## src/ivp_pkg.sv

```systemverilog
// Constants and types for the interrupt vector placement block.
// Assumes one system clock and fuse levels that are stable while the chip is held in reset.
// Summary of operation
// - Every kind of reset sends the core to the reset entry, vector one, at word address 0x000 or the boot reset address.
// - External requests zero, one and two use vector words 0x002, 0x004 and 0x006.
// - Timer vectors fill words 0x008 to 0x016: timer two compare, overflow, timer one capture, compare A, compare B, overflow, timer zero compare, overflow.
// - Serial peripheral transfer complete sits at 0x018, then USART receive, data empty and transmit complete at 0x01A, 0x01C, 0x01E.
// - Words 0x020 to 0x028 hold converter complete, EEPROM ready, analog comparator, two-wire serial and store-program ready.
// - A programmed boot reset fuse makes reset start at the boot loader entry instead of word zero.
// - A set vector table select moves every interrupt vector, but not the reset entry, to the start of the boot flash section.
// - With the select set, each interrupt vector address is its base table address plus the boot section start.
// - Reset goes to 0x0000 or the boot reset address by the fuse, and the table starts at 0x0002 or boot start plus 0x0002 by the select.
// - The boot reset fuse reads one when unprogrammed and zero when programmed.
// - Slots of never enabled sources are plain program words and get no special treatment.
// - Unused slots in the section that does not hold the active table are plain program words as well.
// - The boot section start address follows the boot size fuses.
// - The vector change unlock clears itself four cycles after it is set, or at once when the select is written.
package ivp_pkg;
	localparam int ivp_src_n = 20;
	localparam int ivp_addr_w = 14;
	localparam int ivp_vnum_w = 5;

	localparam logic [13:0] ivp_reset_addr = 14'h0000;
	localparam logic [13:0] ivp_table_base = 14'h0002;
	localparam logic [4:0]  ivp_reset_vnum = 5'h01;
	localparam logic [4:0]  ivp_first_irq_vnum = 5'h02;

	localparam logic [13:0] ivp_boot_start_sz0 = 14'h3800;
	localparam logic [13:0] ivp_boot_start_sz1 = 14'h3c00;
	localparam logic [13:0] ivp_boot_start_sz2 = 14'h3e00;
	localparam logic [13:0] ivp_boot_start_sz3 = 14'h3f00;

	localparam logic ivp_fuse_programmed = 1'b0;

	localparam int ivp_ctrl_sel_pos = 1;
	localparam int ivp_ctrl_unlock_pos = 0;
	localparam logic ivp_sel_reset = 1'b0;
	localparam logic [2:0] ivp_unlock_cycles = 3'h4;

	localparam logic [4:0]  ivp_vnum_ext0 = 5'h02;
	localparam logic [13:0] ivp_addr_ext0 = 14'h0002;
	localparam logic [4:0]  ivp_vnum_ext2 = 5'h04;
	localparam logic [13:0] ivp_addr_ext2 = 14'h0006;
	localparam logic [4:0]  ivp_vnum_tim2_cmp = 5'h05;
	localparam logic [13:0] ivp_addr_tim2_cmp = 14'h0008;
	localparam logic [4:0]  ivp_vnum_tim0_ovf = 5'h0c;
	localparam logic [13:0] ivp_addr_tim0_ovf = 14'h0016;
	localparam logic [4:0]  ivp_vnum_spi = 5'h0d;
	localparam logic [13:0] ivp_addr_spi = 14'h0018;
	localparam logic [4:0]  ivp_vnum_usart_txc = 5'h10;
	localparam logic [13:0] ivp_addr_usart_txc = 14'h001e;
	localparam logic [4:0]  ivp_vnum_adc = 5'h11;
	localparam logic [13:0] ivp_addr_adc = 14'h0020;
	localparam logic [4:0]  ivp_vnum_spm = 5'h15;
	localparam logic [13:0] ivp_addr_spm = 14'h0028;

	typedef struct packed {
		logic [13:0] addr;
		logic [4:0]  vnum;
		logic        is_reset;
	} ivp_fetch_t;

	typedef enum logic [1:0] {
		IVP_ST_RESET,
		IVP_ST_IDLE,
		IVP_ST_WAIT
	} ivp_state_t;
endpackage

```

## src/ivp_vector_place.sv

```systemverilog
// Vector fetch address generator between the interrupt sources and the processor core.
// Assumes request lines and control writes come from logic on I_MCLK and fuses are static during reset.
`timescale 1ns/100ps
module ivp_vector_place
	import ivp_pkg::*;
(
	input  wire logic        I_MCLK,
	input  wire logic        I_SRST,
	input  wire logic [19:0] I_IRQ_REQ,
	input  wire logic        I_GLOBAL_IE,
	input  wire logic        I_BOOT_RESET_FUSE,
	input  wire logic [1:0]  I_BOOT_SIZE_FUSES,
	input  wire logic        I_CTRL_WR,
	input  wire logic [1:0]  I_CTRL_WDATA,
	input  wire logic        I_FETCH_ACK,
	output logic             O_FETCH_VALID,
	output logic [13:0]      O_FETCH_ADDR,
	output logic [4:0]       O_FETCH_VNUM,
	output logic             O_FETCH_IS_RESET,
	output logic             O_VECTOR_TABLE_SELECT,
	output logic             O_VECTOR_CHANGE_UNLOCK,
	output logic             O_IRQ_BLOCKED
);
	logic        boot_fuse_r;
	logic        boot_fuse_nxt;
	logic [1:0]  boot_size_r;
	logic [1:0]  boot_size_nxt;
	logic [13:0] boot_start;
	logic        sel_r;
	logic        sel_nxt;
	logic        unlock_r;
	logic        unlock_nxt;
	logic [2:0]  ucnt_r;
	logic [2:0]  ucnt_nxt;
	logic        hold_r;
	logic        hold_nxt;
	logic        blocked_r;
	logic        blocked_nxt;
	ivp_state_t  state_r;
	ivp_state_t  state_nxt;
	ivp_fetch_t  fetch_r;
	ivp_fetch_t  fetch_nxt;
	logic        valid_r;
	logic        valid_nxt;
	logic [4:0]  pick;
	logic [13:0] table_start;
	logic [13:0] reset_target;

	// Fuses are caught while reset is held so a glitch later cannot move the vectors mid-run.
	always_comb begin
		boot_fuse_nxt = boot_fuse_r;
		boot_size_nxt = boot_size_r;
		if (I_SRST) begin
			boot_fuse_nxt = I_BOOT_RESET_FUSE;
			boot_size_nxt = I_BOOT_SIZE_FUSES;
		end
	end

	always_ff @(posedge I_MCLK) begin
		boot_fuse_r <= boot_fuse_nxt;
		boot_size_r <= boot_size_nxt;
	end

	always_comb begin
		case (boot_size_r)
			2'h0:    boot_start = ivp_boot_start_sz0;
			2'h1:    boot_start = ivp_boot_start_sz1;
			2'h2:    boot_start = ivp_boot_start_sz2;
			default: boot_start = ivp_boot_start_sz3;
		endcase
	end

	// Select changes only inside the unlock window; the interrupt gate also covers one cycle after a select write closes it.
	always_comb begin
		sel_nxt    = sel_r;
		unlock_nxt = unlock_r;
		ucnt_nxt   = ucnt_r;
		hold_nxt   = 1'b0;
		if (unlock_r) begin
			ucnt_nxt = ucnt_r - 3'h1;
			if (ucnt_r == 3'h1) begin
				unlock_nxt = 1'b0;
			end
		end
		if (I_CTRL_WR) begin
			if (I_CTRL_WDATA[ivp_ctrl_unlock_pos]) begin
				// A new unlock write wins over the self clear in the same cycle.
				unlock_nxt = 1'b1;
				ucnt_nxt   = ivp_unlock_cycles;
			end else if (unlock_r) begin
				sel_nxt    = I_CTRL_WDATA[ivp_ctrl_sel_pos];
				unlock_nxt = 1'b0;
				ucnt_nxt   = 3'h0;
				hold_nxt   = 1'b1;
			end
		end
		if (I_SRST) begin
			sel_nxt    = ivp_sel_reset;
			unlock_nxt = 1'b0;
			ucnt_nxt   = 3'h0;
			hold_nxt   = 1'b0;
		end
		blocked_nxt = unlock_nxt | hold_nxt;
	end

	always_ff @(posedge I_MCLK) begin
		sel_r     <= sel_nxt;
		unlock_r  <= unlock_nxt;
		ucnt_r    <= ucnt_nxt;
		hold_r    <= hold_nxt;
		blocked_r <= blocked_nxt;
	end

	// Descending scan so the last hit, the lowest source, is the one kept.
	always_comb begin
		pick = 5'h0;
		for (int k = ivp_src_n - 1; k >= 0; k--) begin
			if (I_IRQ_REQ[k]) begin
				pick = 5'(k);
			end
		end
	end

	assign table_start  = sel_r ? boot_start + ivp_table_base : ivp_table_base;
	assign reset_target = (boot_fuse_r == ivp_fuse_programmed) ? boot_start : ivp_reset_addr;

	// Addresses are plain word addresses; whatever code sits in an unused slot is fetched like any other.
	always_comb begin
		state_nxt = state_r;
		fetch_nxt = fetch_r;
		valid_nxt = valid_r;
		case (state_r)
			IVP_ST_RESET: begin
				fetch_nxt.addr     = reset_target;
				fetch_nxt.vnum     = ivp_reset_vnum;
				fetch_nxt.is_reset = 1'b1;
				valid_nxt          = 1'b1;
				state_nxt          = IVP_ST_WAIT;
			end
			IVP_ST_IDLE: begin
				if ((|I_IRQ_REQ) && I_GLOBAL_IE && !blocked_r) begin
					// Slot for source k is two words per vector past the table start.
					fetch_nxt.addr     = table_start + {8'h0, pick, 1'b0};
					fetch_nxt.vnum     = pick + ivp_first_irq_vnum;
					fetch_nxt.is_reset = 1'b0;
					valid_nxt          = 1'b1;
					state_nxt          = IVP_ST_WAIT;
				end
			end
			IVP_ST_WAIT: begin
				if (I_FETCH_ACK) begin
					valid_nxt = 1'b0;
					state_nxt = IVP_ST_IDLE;
				end
			end
			default: begin
				valid_nxt = 1'b0;
				state_nxt = IVP_ST_IDLE;
			end
		endcase
		if (I_SRST) begin
			state_nxt = IVP_ST_RESET;
			fetch_nxt = '0;
			valid_nxt = 1'b0;
		end
	end

	always_ff @(posedge I_MCLK) begin
		state_r <= state_nxt;
		fetch_r <= fetch_nxt;
		valid_r <= valid_nxt;
	end

	assign O_FETCH_VALID          = valid_r;
	assign O_FETCH_ADDR           = fetch_r.addr;
	assign O_FETCH_VNUM           = fetch_r.vnum;
	assign O_FETCH_IS_RESET       = fetch_r.is_reset;
	assign O_VECTOR_TABLE_SELECT  = sel_r;
	assign O_VECTOR_CHANGE_UNLOCK = unlock_r;
	assign O_IRQ_BLOCKED          = blocked_r;
endmodule

```

## config.mk

```make
export PLATFORM = sky130hd
export DESIGN_NAME = ivp_vector_place
export DESIGN_NICKNAME = d
export VERILOG_FILES = /design/src/ivp_pkg.sv /design/src/ivp_vector_place.sv
export SDC_FILE = /design/constraint.sdc
export NUM_CORES = 1
export LEC_CHECK = 0
export ABC_AREA = 1
export BUFFER_PORTS_ARGS = -buffer_cell sky130_fd_sc_hd__buf_4
export CAP_MARGIN = 40
export CORE_UTILIZATION = 49
export DETAILED_ROUTE_END_ITERATION = 8
export PLACE_DENSITY = 0.79
export SYNTH_ARGS = -nofsm -noshare
export SYNTH_HDL_FRONTEND = slang
export SYNTH_SLANG_ARGS = --single-unit
```

## constraint.sdc

```tcl
create_clock -name I_MCLK -period 2.46 [get_ports I_MCLK]
set_input_delay 0.369 -clock I_MCLK [delete_from_list [all_inputs] [get_ports I_MCLK]]
set_output_delay 0.369 -clock I_MCLK [all_outputs]
set_load 0.1 [all_outputs]
```

==> results of run 1 <==
[layout make-up]
cell class,count,area [um2]
sequential,27,571
tap,44,55.1
clock buffer,3,22.5
inverter,43,164
timing repair buffer,51,383
clock inverter,1,7.51
fill,285,1060
multi-input combinational,137,762
[registers in the layout, indices dropped and copies added (netlist names), named ones only]
name / flops
O_FETCH_ADDR: 10
O_FETCH_VNUM: 5
boot_size_r: 2
state_r: 2
O_FETCH_IS_RESET: 1
O_IRQ_BLOCKED: 1
O_VECTOR_CHANGE_UNLOCK: 1
O_VECTOR_TABLE_SELECT: 1
boot_fuse_r: 1
ucnt_r: 1
[metrics by stage]
step | total power, mW | util
after floorplan | 0.738 | -
after global placement | 0.811 | 0.639
after detailed placement | 0.813 | 0.639
after CTS | 1.00 | 0.649
after global routing | 1.04 | 0.649
final | 0.991 | 0.649
[cell usage in the layout, fill, tap and decap left out, types with 5 or more instances in the layout]
master / netlist / layout
buf_4: 4 / 51
nand2_1: 49 / 49
inv_1: 42 / 42
dfxtp_1: 24 / 24
nor2_1: 17 / 17
nand3_1: 13 / 13
a21oi_1: 9 / 9
a21oi_2: 9 / 9
nand2_2: 8 / 8
o21ai_0: 6 / 6
ha_1: 5 / 5
[critical path, delay by kind of cell]
| kind | cells | cell delay [ns] |
|---|---|---|
| and+or+nand+nor | 20 | 1.08 |
| adders and majority gates | 1 | 0.15 |
| AOI/OAI and AO/OA | 2 | 0.31 |
| buffers and inverters | 4 | 0.27 |
[synth_stat cells]
library cell	count	area, um2
a21oi_2	9	78.8
nand2_1	49	184
inv_4	1	6.26
or2_2	3	18.8
a31oi_1	1	6.26
nand4_1	1	6.26
edfxtp_1	3	90.1
o21a_1	1	7.51
o21bai_1	1	7.51
dfxtp_1	24	480
clkbuf_1	2	7.51
inv_1	42	158
ha_1	5	62.6
nor4_2	3	37.5
nand2_2	8	50.1
nand3_1	13	65.1
nor2_1	17	63.8
buf_12	1	20.0
buf_4	4	30.0
nor3_1	2	10.0
nor4_1	1	6.26
o21ai_0	6	30.0
nand4_2	1	12.5
a21oi_4	1	16.3
o311ai_0	1	8.76
o311ai_4	1	26.3
a21oi_1	9	45.0
conb_1	1	3.75
o21ai_1	1	5.00
nor2_2	1	6.26
[path summary, 6_finish.rpt]
check / start / end / slack [ns] / cells past startpoint
max: I_IRQ_REQ[18] / O_FETCH_ADDR[5]$_SDFFE_PP0P_ / 0.55 / 27
min: I_BOOT_SIZE_FUSES[0] / boot_size_r[0]$_DFFE_PP_ / 0.21 / 1
max reg2reg: state_r[0]$_SDFFE_PP0P_ / O_FETCH_ADDR[8]$_SDFFE_PP0P_ / 0.90 / 9
min reg2reg: O_FETCH_ADDR[6]$_SDFFE_PP0P_ / O_FETCH_ADDR[6]$_SDFFE_PP0P_ / 0.45 / 2
[kinds of logic (layout without fill, tap and decap cells)]
kind of cell | after synthesis | count (layout) | synth area share
compound gates | 31 | 31 | 0.149
simple gates | 99 | 99 | 0.297
buf+inv | 50 | 98 | 0.143
fa+ha+maj | 5 | 5 | 0.0404
flops | 27 | 27 | 0.368
other cells | 1 | 2 | 0.00242
[metal layers]
layer,part of all wire,up-vias
met5,0,-
li1,-,758
met4,0.0079,0
met3,0.030,2
met2,0.50,27
met1,0.46,616
[power groups by stage]
| stage | Clock [mW] | Sequential (mW) | Combinational [mW] |
|---|---|---|---|
| floorplan | 0 | 0.595 | 0.143 |
| global placement | 0 | 0.495 | 0.316 |
| detailed placement | 0 | 0.495 | 0.318 |
| CTS | 0.196 | 0.485 | 0.319 |
| global route | 0.212 | 0.489 | 0.342 |
| finish | 0.189 | 0.485 | 0.317 |
==> reports/qor.yml, run 1 <==
status: "finished, final reports clean"
yosys_register_bits: 27
ios: 54
p_int_mw: 0.621
post_cts_resize_count: 0
grtUsageMet1: 0.235
syn2layout_area_growth_pct: 26.7
cp-end-kind: "flip-flop"
yosys_warnings: 0
p_per_area_nw_per_um2: 504
cap_violations: 0
clk_latency_ns: 0.32
slew_violations: 0
cts_tree: "yes"
required_ns: 2.72
layoutNonFillerInstCount: 306
antenna_found_initial: 0
worst_slack_ns: 0.550
fin_worst_hold_slack_ns: 0.214
clock_power_share: 0.190
rsz0062_at_grt: "false"
start_util: 0.512
overflow: 0
layout-drive-gt1-share: 0.317
period_minus_slack_ns: 1.91
die_w_um: 58.2
busiest_layer: "met2"
grt_use_total: 0.195
switching_share: 0.373
post_cts_buffers: 0
worst_path_largest_cell_delay_ns: 0.17
crit_arrival_ns: 2.17
antenna_cells: 0
hold_viol_final: 0
vias: 1403
grt_pass1_vias: 1252
syn_avg_cell_area_um2: 7.28
hpwl_um: 2330
tns_ns: 0
place.gp.congestion: 0.893
worstSetupStartpointType: "input pin"
final_area_um2: 1960
p_comb_frac: 0.320
grt_pass1_wl_um: 5140
hold_path_class: "in -> reg"
period_share: 0.776
vias_per_cell: 4.58
skew_ns: 0.00683
seq_area_frac_synth: 0.368
finalSetupViolCount: 0
use_met2: 0.353
drt_iter0_markers: 81
synth_area_um2: 1550
portBuffers: 51
drc: 0
numCtsBuffers: 3
dp_slack_ns: 0.230
cp_max_fo: 3
core-area_um2: 3030
grt_max_degree: 25
power_switching_mw: 0.370
routed_wl_um: 2930
die_area_um2: 3390
power_frac_seq: 0.489
use_met3: 0.0357
max_freq_mhz: 524
htree_levels: 1
hold_buffers: 0
cts_buffer_depth: 2
leakagePower_nw: 0.983
place_area_um2: 1930
path_clk_slew_ns: 0.14
synthCells: 213
first_pass_iters: 4
vdd_drop_max_v: 0.000232
crit_path_frequent_cell: "nand2_1"
cts_sinks: 27
root_buffer: "clkbuf_4"
critical_path_class: "in -> reg"
avgRoutedWirePerCell_um: 9.57
dp.cells: 302
cpMaxStageDelayCell: "o21ai_0"
num_rows: 20
nNetsFinal: 298
yosysUniqueCellTypes: 30
die_h_um: 58.2
drtAntennaViolNets: 0
Note: power is estimated with default switching activity, not from simulation.
==> inputs of run 2 (changes only) <==
--- a/config.mk
+++ b/config.mk
@@ -5,7 +5,7 @@
 export SDC_FILE = /design/constraint.sdc
 export NUM_CORES = 1
 export LEC_CHECK = 0
-export ABC_AREA = 1
+export ABC_AREA = 0
 export BUFFER_PORTS_ARGS = -buffer_cell sky130_fd_sc_hd__buf_4
 export CAP_MARGIN = 40
 export CORE_UTILIZATION = 49
==> constraint.sdc (replaced) <==
create_clock -name I_MCLK -period 2 [get_ports I_MCLK]
set_input_delay 0.3 -clock I_MCLK [delete_from_list [all_inputs] [get_ports I_MCLK]]
set_output_delay 0.3 -clock I_MCLK [all_outputs]
set_load 0.1 [all_outputs]
==> run 2 against run 1 <==
- the run now ends with DRC, setup timing left
- setup slack got worse by 0.60 ns
- combinational power increased by 32%
- die area decreased by 3.9%
- cell count decreased by 8.2%
- routed wire length increased by 43%
- synthesized cell count decreased by 20%
- synthesized area decreased by 4.0%
- total power increased by 26%
- clock skew increased by 0.015 ns
- global-route usage increased by 7.9 points
- register-to-register slack got worse by 0.43 ns
- critical endpoint is now O_FETCH_ADDR[4]$_SDFFE_PP0P_
==> reports/qor.yml, run 2 <==
routed_wl_um: 4180  # was 2930 um
first_pass_iters: 6  # was 4
root_buffer: "clkbuf_4"  # unchanged
slew_violations: 0  # unchanged
num_rows: 19  # was 20
cpMaxStageDelayCell: "o311ai_1"  # was o21ai_0
synthCells: 170  # was 213
drtAntennaViolNets: 0  # unchanged
max_freq_mhz: 489
skew_ns: 0.0217  # was 0.00683 ns
path_clk_slew_ns: 0.16  # was 0.14 ns
drt_iter0_markers: 133  # was 81
yosys_register_bits: 27  # unchanged
synth_area_um2: 1490  # was 1550 um2
htree_levels: 1  # unchanged
async_flop_share: 0  # unchanged
layout-drive-gt1-share: 0.424  # was 0.317
rsz0062_at_grt: "true"  # was false
synth_commonest_cells: "dfxtp_1 (24), nor2_1 (21), a21oi_1 (10), inv_1 (10), o21ai_0 (8)"  # was nand2_1 (49), inv_1 (42), dfxtp_1 (24), nor2_1 (17), nand3_1 (13)
cp_max_fo: 2  # was 3
required_ns: 2.25  # was 2.72 ns
crit_chain: "buf_4, o311ai_1, a31oi_4, nor2_2, ha_4, nand2b_4, nor4_4, o211ai_1, and3_1, a311o_1"
synth_top_area_frac: 0.323  # was 0.310
yosysMostFrequentCell: "dfxtp_1"  # was nand2_1
cts_tree: "yes"  # unchanged
place.gp.congestion: 0.839  # was 0.893
power_mw: 1.25  # was 0.991 mW
numCtsBuffers: 3  # unchanged
drc: 10  # was 0
crit_buf_inv: 1  # was 4
worstSetupStartpointType: "input pin"  # unchanged
grt_pass1_vias: 1617  # was 1252
avgRoutedWirePerCell_um: 14.9  # was 9.57 um
cts_buffer_depth: 2  # unchanged
vias_per_cell: 5.78  # was 4.58
core-area_um2: 2810  # was 3030 um2
synth_top_area_cell: "dfxtp_1"  # unchanged
antenna_found_initial: 0  # unchanged
synth_edf_count: 3  # unchanged
syn2layout_area_growth_pct: 48.3  # was 26.7%
largest_reg_flops: 10  # unchanged
antenna_cells: 0  # unchanged
violations: "DRC, setup timing"
die_w_um: 57.1  # was 58.2 um
grt_max_degree: 24  # was 25
period_minus_slack_ns: 2.05
die_area_um2: 3260  # was 3390 um2
start_util: 0.530  # was 0.512
hold_buffers: 0  # unchanged
synth_area_leaders: "dfxtp_1 (32%), edfxtp_1 (6.1%), nor2_1 (5.3%)"  # was dfxtp_1 (31%), nand2_1 (12%), inv_1 (10%)
multiInputGateArea_um2: 902  # was 762 um2
seq_area_frac_synth: 0.384  # was 0.368
overflow: 0  # unchanged
yosys_most_used_dff: "dfxtp_1"  # unchanged
final_cell_mix: "buf_4 (80), dfxtp_1 (24), nor2_1 (19)"  # was buf_4 (51), nand2_1 (49), inv_1 (42)
grt_pass1_wl_um: 7020  # was 5140 um
vdd_drop_max_v: 0.000503  # was 0.000232 V
layoutNonFillerInstCount: 281  # was 306
final_common_cell: "buf_4"  # unchanged
worst-r2r-cell-count: 5  # was 9
fill_cells: 192  # was 285
worst_path_largest_cell_delay_ns: 0.44  # was 0.17 ns
crit_arrival_ns: 2.30  # was 2.17 ns
status: "complete, but fails checks"  # was finished, final reports clean
dp.cells: 276  # was 302
hold_start: "I_BOOT_SIZE_FUSES[1]"  # was I_BOOT_SIZE_FUSES[0]
regArea_um2: 571  # unchanged
r2r-end: "O_FETCH_VNUM[1]$_SDFFE_PP0P_"  # was O_FETCH_ADDR[8]$_SDFFE_PP0P_
leakagePower_nw: 0.984  # was 0.983 nW
hold_viol_final: 0  # unchanged
p_per_area_nw_per_um2: 567  # was 504 nW/um2
critical_path_class: "in -> reg"  # unchanged
cap_violations: 0  # unchanged
worst_slack_ns: -0.0454  # was 0.550 ns
syn_avg_cell_area_um2: 8.75  # was 7.28 um2
clk_latency_ns: 0.34  # was 0.32 ns
cp-end-kind: "flip-flop"  # unchanged
nNetsFinal: 286  # was 298
vias: 1625  # was 1403
hold-path-endpoint: "boot_size_r[1]$_DFFE_PP_"  # was boot_size_r[0]$_DFFE_PP_
hold_path_class: "in -> reg"  # unchanged
yosys_warnings: 0  # unchanged
portBuffers: 51  # unchanged
rr_startpoint: "state_r[0]$_SDFFE_PP0P_"  # unchanged
cts_sinks: 27  # unchanged
period_share: 1.02
finalSetupViolCount: 1  # was 0
yosysUniqueCellTypes: 53  # was 30
grt_use_total: 0.274  # was 0.195
hold_depth: 1  # unchanged
ios: 54  # unchanged
die_h_um: 57.1  # was 58.2 um
hpwl_um: 3170  # was 2330 um
rrSetupSlack_ns: 0.47  # was 0.90 ns
critPathTopFamily: "compound AO/OA/AOI/OAI gates"  # was simple AND/OR/NAND/NOR gates
==> run 2: cell count changes after synthesis, sizes merged, moves of 4 or more <==
cell	previous run	this run
nand3	13	7
and3	0	5
a21oi	19	10
nand2	57	6
inv	43	10
o31ai	0	4
or4	0	4
nor2b	0	5
==> run 2: what timing repair did <==
action	in CTS	in global routing
setup buffers	0	1
setup endpoints to repair	1	2
resized for setup	3	13
pin swaps	4	4
==> run 2: routing by layer <==
metal | up-vias | global-route usage | wire length (um) | share of wire
met5 | - | 0 | 0 | 0
met4 | 0 | 0.146 | 130 | 0.031
met3 | 12 | 0.0544 | 222 | 0.053
met2 | 65 | 0.491 | 2150 | 0.51
met1 | 760 | 0.304 | 1680 | 0.40
li1 | 788 | - | - | -
==> run 2: where the power goes <==
group | switching [mW] | total (mW) | internal, mW | leakage (nW)
logic | 0.272 | 0.418 | 0.146 | 0.745
registers | 0.0173 | 0.590 | 0.572 | 0.225
clock network | 0.167 | 0.243 | 0.0768 | 0.0139
==> run 2: cells by family after synthesis <==
| kind of cell | count (synthesis) | synth area share |
|---|---|---|
| other | 1 | 0.00252 |
| DFF | 27 | 0.384 |
| AOI/OAI and AO/OA | 48 | 0.233 |
| and+or+nand+nor | 68 | 0.259 |
| muxes | 1 | 0.00673 |
| xor gates and xnor gates | 2 | 0.0118 |
| buffers and inverters | 18 | 0.0614 |
| adders and majority gates | 5 | 0.0421 |
==> run 2: how the worst max path moves through the flow <==
stage	from	cells after the start	slack (ns)	to
floorplan	I_IRQ_REQ[8]	9	-0.26	O_FETCH_ADDR[4]$_SDFFE_PP0P_
global placement	I_IRQ_REQ[8]	10	-0.40	O_FETCH_ADDR[4]$_SDFFE_PP0P_
detailed placement	I_IRQ_REQ[8]	10	-0.52	O_FETCH_ADDR[4]$_SDFFE_PP0P_
CTS	I_IRQ_REQ[8]	10	-0.04	O_FETCH_ADDR[4]$_SDFFE_PP0P_
global route	I_IRQ_REQ[16]	10	-0.18	O_FETCH_ADDR[4]$_SDFFE_PP0P_
finish	I_IRQ_REQ[16]	10	-0.05	O_FETCH_ADDR[4]$_SDFFE_PP0P_
==> run 2: final cells by class <==
type                       instances  area share
timing repair buffer              82       0.282
sequential                        27       0.259
multi-input combinational        126       0.409
tap                               31      0.0176
inverter                          11      0.0187
clock buffer                       3      0.0102
clock inverter                     1     0.00340
==> run 2: stage by stage <==
| stage | setup slack [ns] | cell area, um2 | TNS [ns] | hold slack [ns] | utilization |
|---|---|---|---|---|---|
| 6_report | -0.0454 | 2210 | -0.0454 | 0.118 | 0.786 |
| 5_1_grt | -0.176 | 2210 | -0.176 | 0.108 | 0.786 |
| 4_1_cts | -0.0387 | 2140 | -0.0387 | 0.122 | 0.762 |
| 3_5_place_dp | -0.525 | 2090 | -1.35 | 0.460 | 0.747 |
| 3_3_place_gp | -0.404 | 2090 | -1.15 | 0.446 | 0.747 |
| 2_1_floorplan | -0.261 | 1500 | -0.261 | 0.399 | - |
==> run 2: worst reg2reg max path, stage by stage (launching register included) <==
cell,delay (ns)
dfxtp_1,0.41
inv_1,0.12
or3_1,0.41
a21oi_1,0.23
o21ai_0,0.15
a21oi_1,0.16
==> inputs of run 3 (changes only) <==
--- a/config.mk
+++ b/config.mk
@@ -8,9 +8,11 @@
 export ABC_AREA = 0
 export BUFFER_PORTS_ARGS = -buffer_cell sky130_fd_sc_hd__buf_4
 export CAP_MARGIN = 40
-export CORE_UTILIZATION = 49
+export CELL_PAD_IN_SITES_DETAIL_PLACEMENT = 0
+export CELL_PAD_IN_SITES_GLOBAL_PLACEMENT = 1
+export CORE_UTILIZATION = 35
 export DETAILED_ROUTE_END_ITERATION = 8
-export PLACE_DENSITY = 0.79
+export PLACE_DENSITY_LB_ADDON = 0.1
 export SYNTH_ARGS = -nofsm -noshare
 export SYNTH_HDL_FRONTEND = slang
 export SYNTH_SLANG_ARGS = --single-unit
==> constraint.sdc (replaced) <==
create_clock -name I_MCLK -period 2 [get_ports I_MCLK]
set_input_delay 0.4 -clock I_MCLK [delete_from_list [all_inputs] [get_ports I_MCLK]]
set_output_delay 0.4 -clock I_MCLK [all_outputs]
set_load 0.1 [all_outputs]
==> run 3 against run 2 <==
- combinational power increased by 3%
- hold slack improved by 0.18 ns
- core utilization decreased by 21 points
- clock power increased by 25%
- register-to-register slack about the same
- the run ends with setup timing left
- largest cell class unchanged
- sequential cell count unchanged
- cell count increased by 10%
- first-iteration DRC count decreased by 61%
- sequential share of layout area decreased by 1.3 points
- die area increased by 38%
==> reports/qor.yml, run 3 (same netlist as run 2, synthesis figures left out) <==
drt_iter0_markers: 52  # was 133
hold_path_class: "in -> reg"  # unchanged
vias_per_cell: 5.08  # was 5.78
crit_chain: "buf_6, or4_4, o21ai_1, and2_4, ha_4, nand2b_4, nor4_4, o211ai_1, and3_1, a311o_1"  # was buf_4, o311ai_1, a31oi_4, nor2_2, ha_4, nand2b_4, nor4_4, o211ai_1, and3_1, a311o_1
tightest_slew_ns: 0.517
cp-end-kind: "flip-flop"  # unchanged
period_share: 1.10  # was 1.02
die_area_um2: 4520  # was 3260 um2
vias: 1575  # was 1625
die_w_um: 67.2  # was 57.1 um
dp.cells: 304  # was 276
drtAntennaViolNets: 0  # unchanged
place.gp.congestion: 0.818  # was 0.839
overflow: 0  # unchanged
final_area_um2: 2330  # was 2210 um2
layoutNonFillerInstCount: 310  # was 281
antenna_found_initial: 0  # unchanged
cts_tree: "yes"  # unchanged
portBuffers: 51  # unchanged
rrSetupSlack_ns: 0.46  # was 0.47 ns
nNetsFinal: 296  # was 286
layout-drive-gt1-share: 0.442  # was 0.424
cap_violations: 0  # unchanged
grt_use_total: 0.194  # was 0.274
power_switching_mw: 0.451  # was 0.456 mW
numCtsBuffers: 3  # unchanged
crit_arrival_ns: 2.36  # was 2.30 ns
cts_sinks: 27  # unchanged
clock_power_share: 0.229  # was 0.194
critical_path_class: "in -> reg"  # unchanged
first_pass_iters: 4  # was 6
hpwl_um: 3210  # was 3170 um
start_util: 0.369  # was 0.530
p_per_area_nw_per_um2: 568  # was 567 nW/um2
grt_max_degree: 24  # unchanged
cpMaxStageDelayCell: "or4_4"  # was o311ai_1
worstSetupStartpointType: "input pin"  # unchanged
cts_buffer_depth: 2  # unchanged
core-area_um2: 4030  # was 2810 um2
power_frac_seq: 0.445  # was 0.471
antenna_cells: 0  # unchanged
switching_share: 0.341  # was 0.364
root_buffer: "clkbuf_8"  # was clkbuf_4
slew_headroom: 0.652
p_int_mw: 0.871  # was 0.795 mW
drc: 0  # was 10
largest_reg_flops: 10  # unchanged
hold_viol_final: 0  # unchanged
skew_ns: 0.00424  # was 0.0217 ns
fill_cells: 373  # was 192
leakagePower_nw: 1.04  # was 0.984 nW
ios: 54  # unchanged
cp_max_fo: 2  # unchanged
htree_levels: 1  # unchanged
worst_slack_ns: -0.195  # was -0.0454 ns
period_minus_slack_ns: 2.20  # was 2.05 ns
final_cell_mix: "buf_4 (90), dfxtp_1 (24), nor2_1 (19)"  # was buf_4 (80), dfxtp_1 (24), nor2_1 (19)
status: "complete, but fails checks"  # unchanged
path_clk_slew_ns: 0.09  # was 0.16 ns
finalSetupViolCount: 2  # was 1
required_ns: 2.17  # was 2.25 ns
die_h_um: 67.2  # was 57.1 um
slew_violations: 0  # unchanged
syn2layout_area_growth_pct: 56.3  # was 48.3%
avgRoutedWirePerCell_um: 13.3  # was 14.9 um
routed_wl_um: 4110  # was 4180 um
clk_latency_ns: 0.27  # was 0.34 ns
violations: "setup timing"  # was DRC, setup timing
crit_buf_inv: 1  # unchanged
grt_pass1_vias: 1500  # was 1617
critPathTopFamily: "simple AND/OR/NAND/NOR gates"  # was compound AO/OA/AOI/OAI gates
worst_path_largest_cell_delay_ns: 0.52  # was 0.44 ns
max_freq_mhz: 455  # was 489 MHz
vdd_drop_max_v: 0.000365  # was 0.000503 V
final_common_cell: "buf_4"  # unchanged
rsz0062_at_grt: "true"  # unchanged
place_area_um2: 2190  # was 2090 um2
grt_pass1_wl_um: 6600  # was 7020 um
num_rows: 23  # was 19
p_comb_frac: 0.326  # was 0.334
## run 3: cell types whose count changed in the layout (fill, tap and decap cells not counted)
cell	change
buf_4	+10
clkbuf_4	-3
clkbuf_8	+3
o21ai_1	+2
o21ai_2	-2
a221oi_1	-1
a221oi_2	+1
clkbuf_1	+1
clkinvlp_4	-1
o311ai_1	-1
o311ai_2	+1
## run 3: final timing paths
| kind | cells after the start | from | end |
|---|---|---|---|
| worst max-delay path | 10 | I_IRQ_REQ[8] | O_FETCH_ADDR[4]$_SDFFE_PP0P_ |
| worst min-delay path | 1 | I_BOOT_SIZE_FUSES[0] | boot_size_r[0]$_DFFE_PP_ |
| worst max register to register | 4 | state_r[0]$_SDFFE_PP0P_ | O_FETCH_ADDR[8]$_SDFFE_PP0P_ |
| worst min register to register | 2 | O_FETCH_ADDR[5]$_SDFFE_PP0P_ | O_FETCH_ADDR[5]$_SDFFE_PP0P_ |
## run 3: power groups by stage
stage	sequential, mW	combinational, mW	clock (mW)
3_3_place_gp	0.600	0.406	0
4_1_cts	0.588	0.420	0.315
2_1_floorplan	0.704	0.146	0
6_report	0.588	0.431	0.303
3_5_place_dp	0.601	0.413	0
5_1_grt	0.592	0.458	0.333
## run 3: what timing repair did
item / CTS / global route
hold buffers: 0 / 0
setup endpoints to repair: 2 / 5
pin swaps: 2 / 4
resized for setup: 7 / 9
setup buffers: 2 / 0
## run 3: metal layers
metal | GRT usage | part of all wire | vias to the layer above
li1 | - | - | 807
met1 | 0.248 | 0.45 | 719
met2 | 0.330 | 0.48 | 45
met3 | 0.0456 | 0.056 | 4
met4 | 0.0399 | 0.0075 | 0
met5 | 0 | 0 | -
## run 3: stage by stage
step           hold WS [ns]  setup WS (ns)  power [mW]  TNS, ns   util
6_report              0.297         -0.195        1.32   -0.387  0.577
5_1_grt               0.287         -0.276        1.38   -0.532  0.577
4_1_cts               0.292         -0.222        1.32   -0.366  0.565
3_5_place_dp          0.448         -0.562        1.01    -2.21  0.543
3_3_place_gp          0.446         -0.518        1.01    -2.23  0.543
2_1_floorplan         0.458         -0.357       0.851   -0.509      -
## run 3: cell type report
cell class / instances / area, um2 / share of cell area
sequential: 27 / 571 / 0.245
timing repair buffer: 92 / 698 / 0.300
inverter: 11 / 41.3 / 0.0178
multi-input combinational: 126 / 908 / 0.391
clock buffer: 4 / 45.0 / 0.0194
tap: 50 / 62.6 / 0.0269
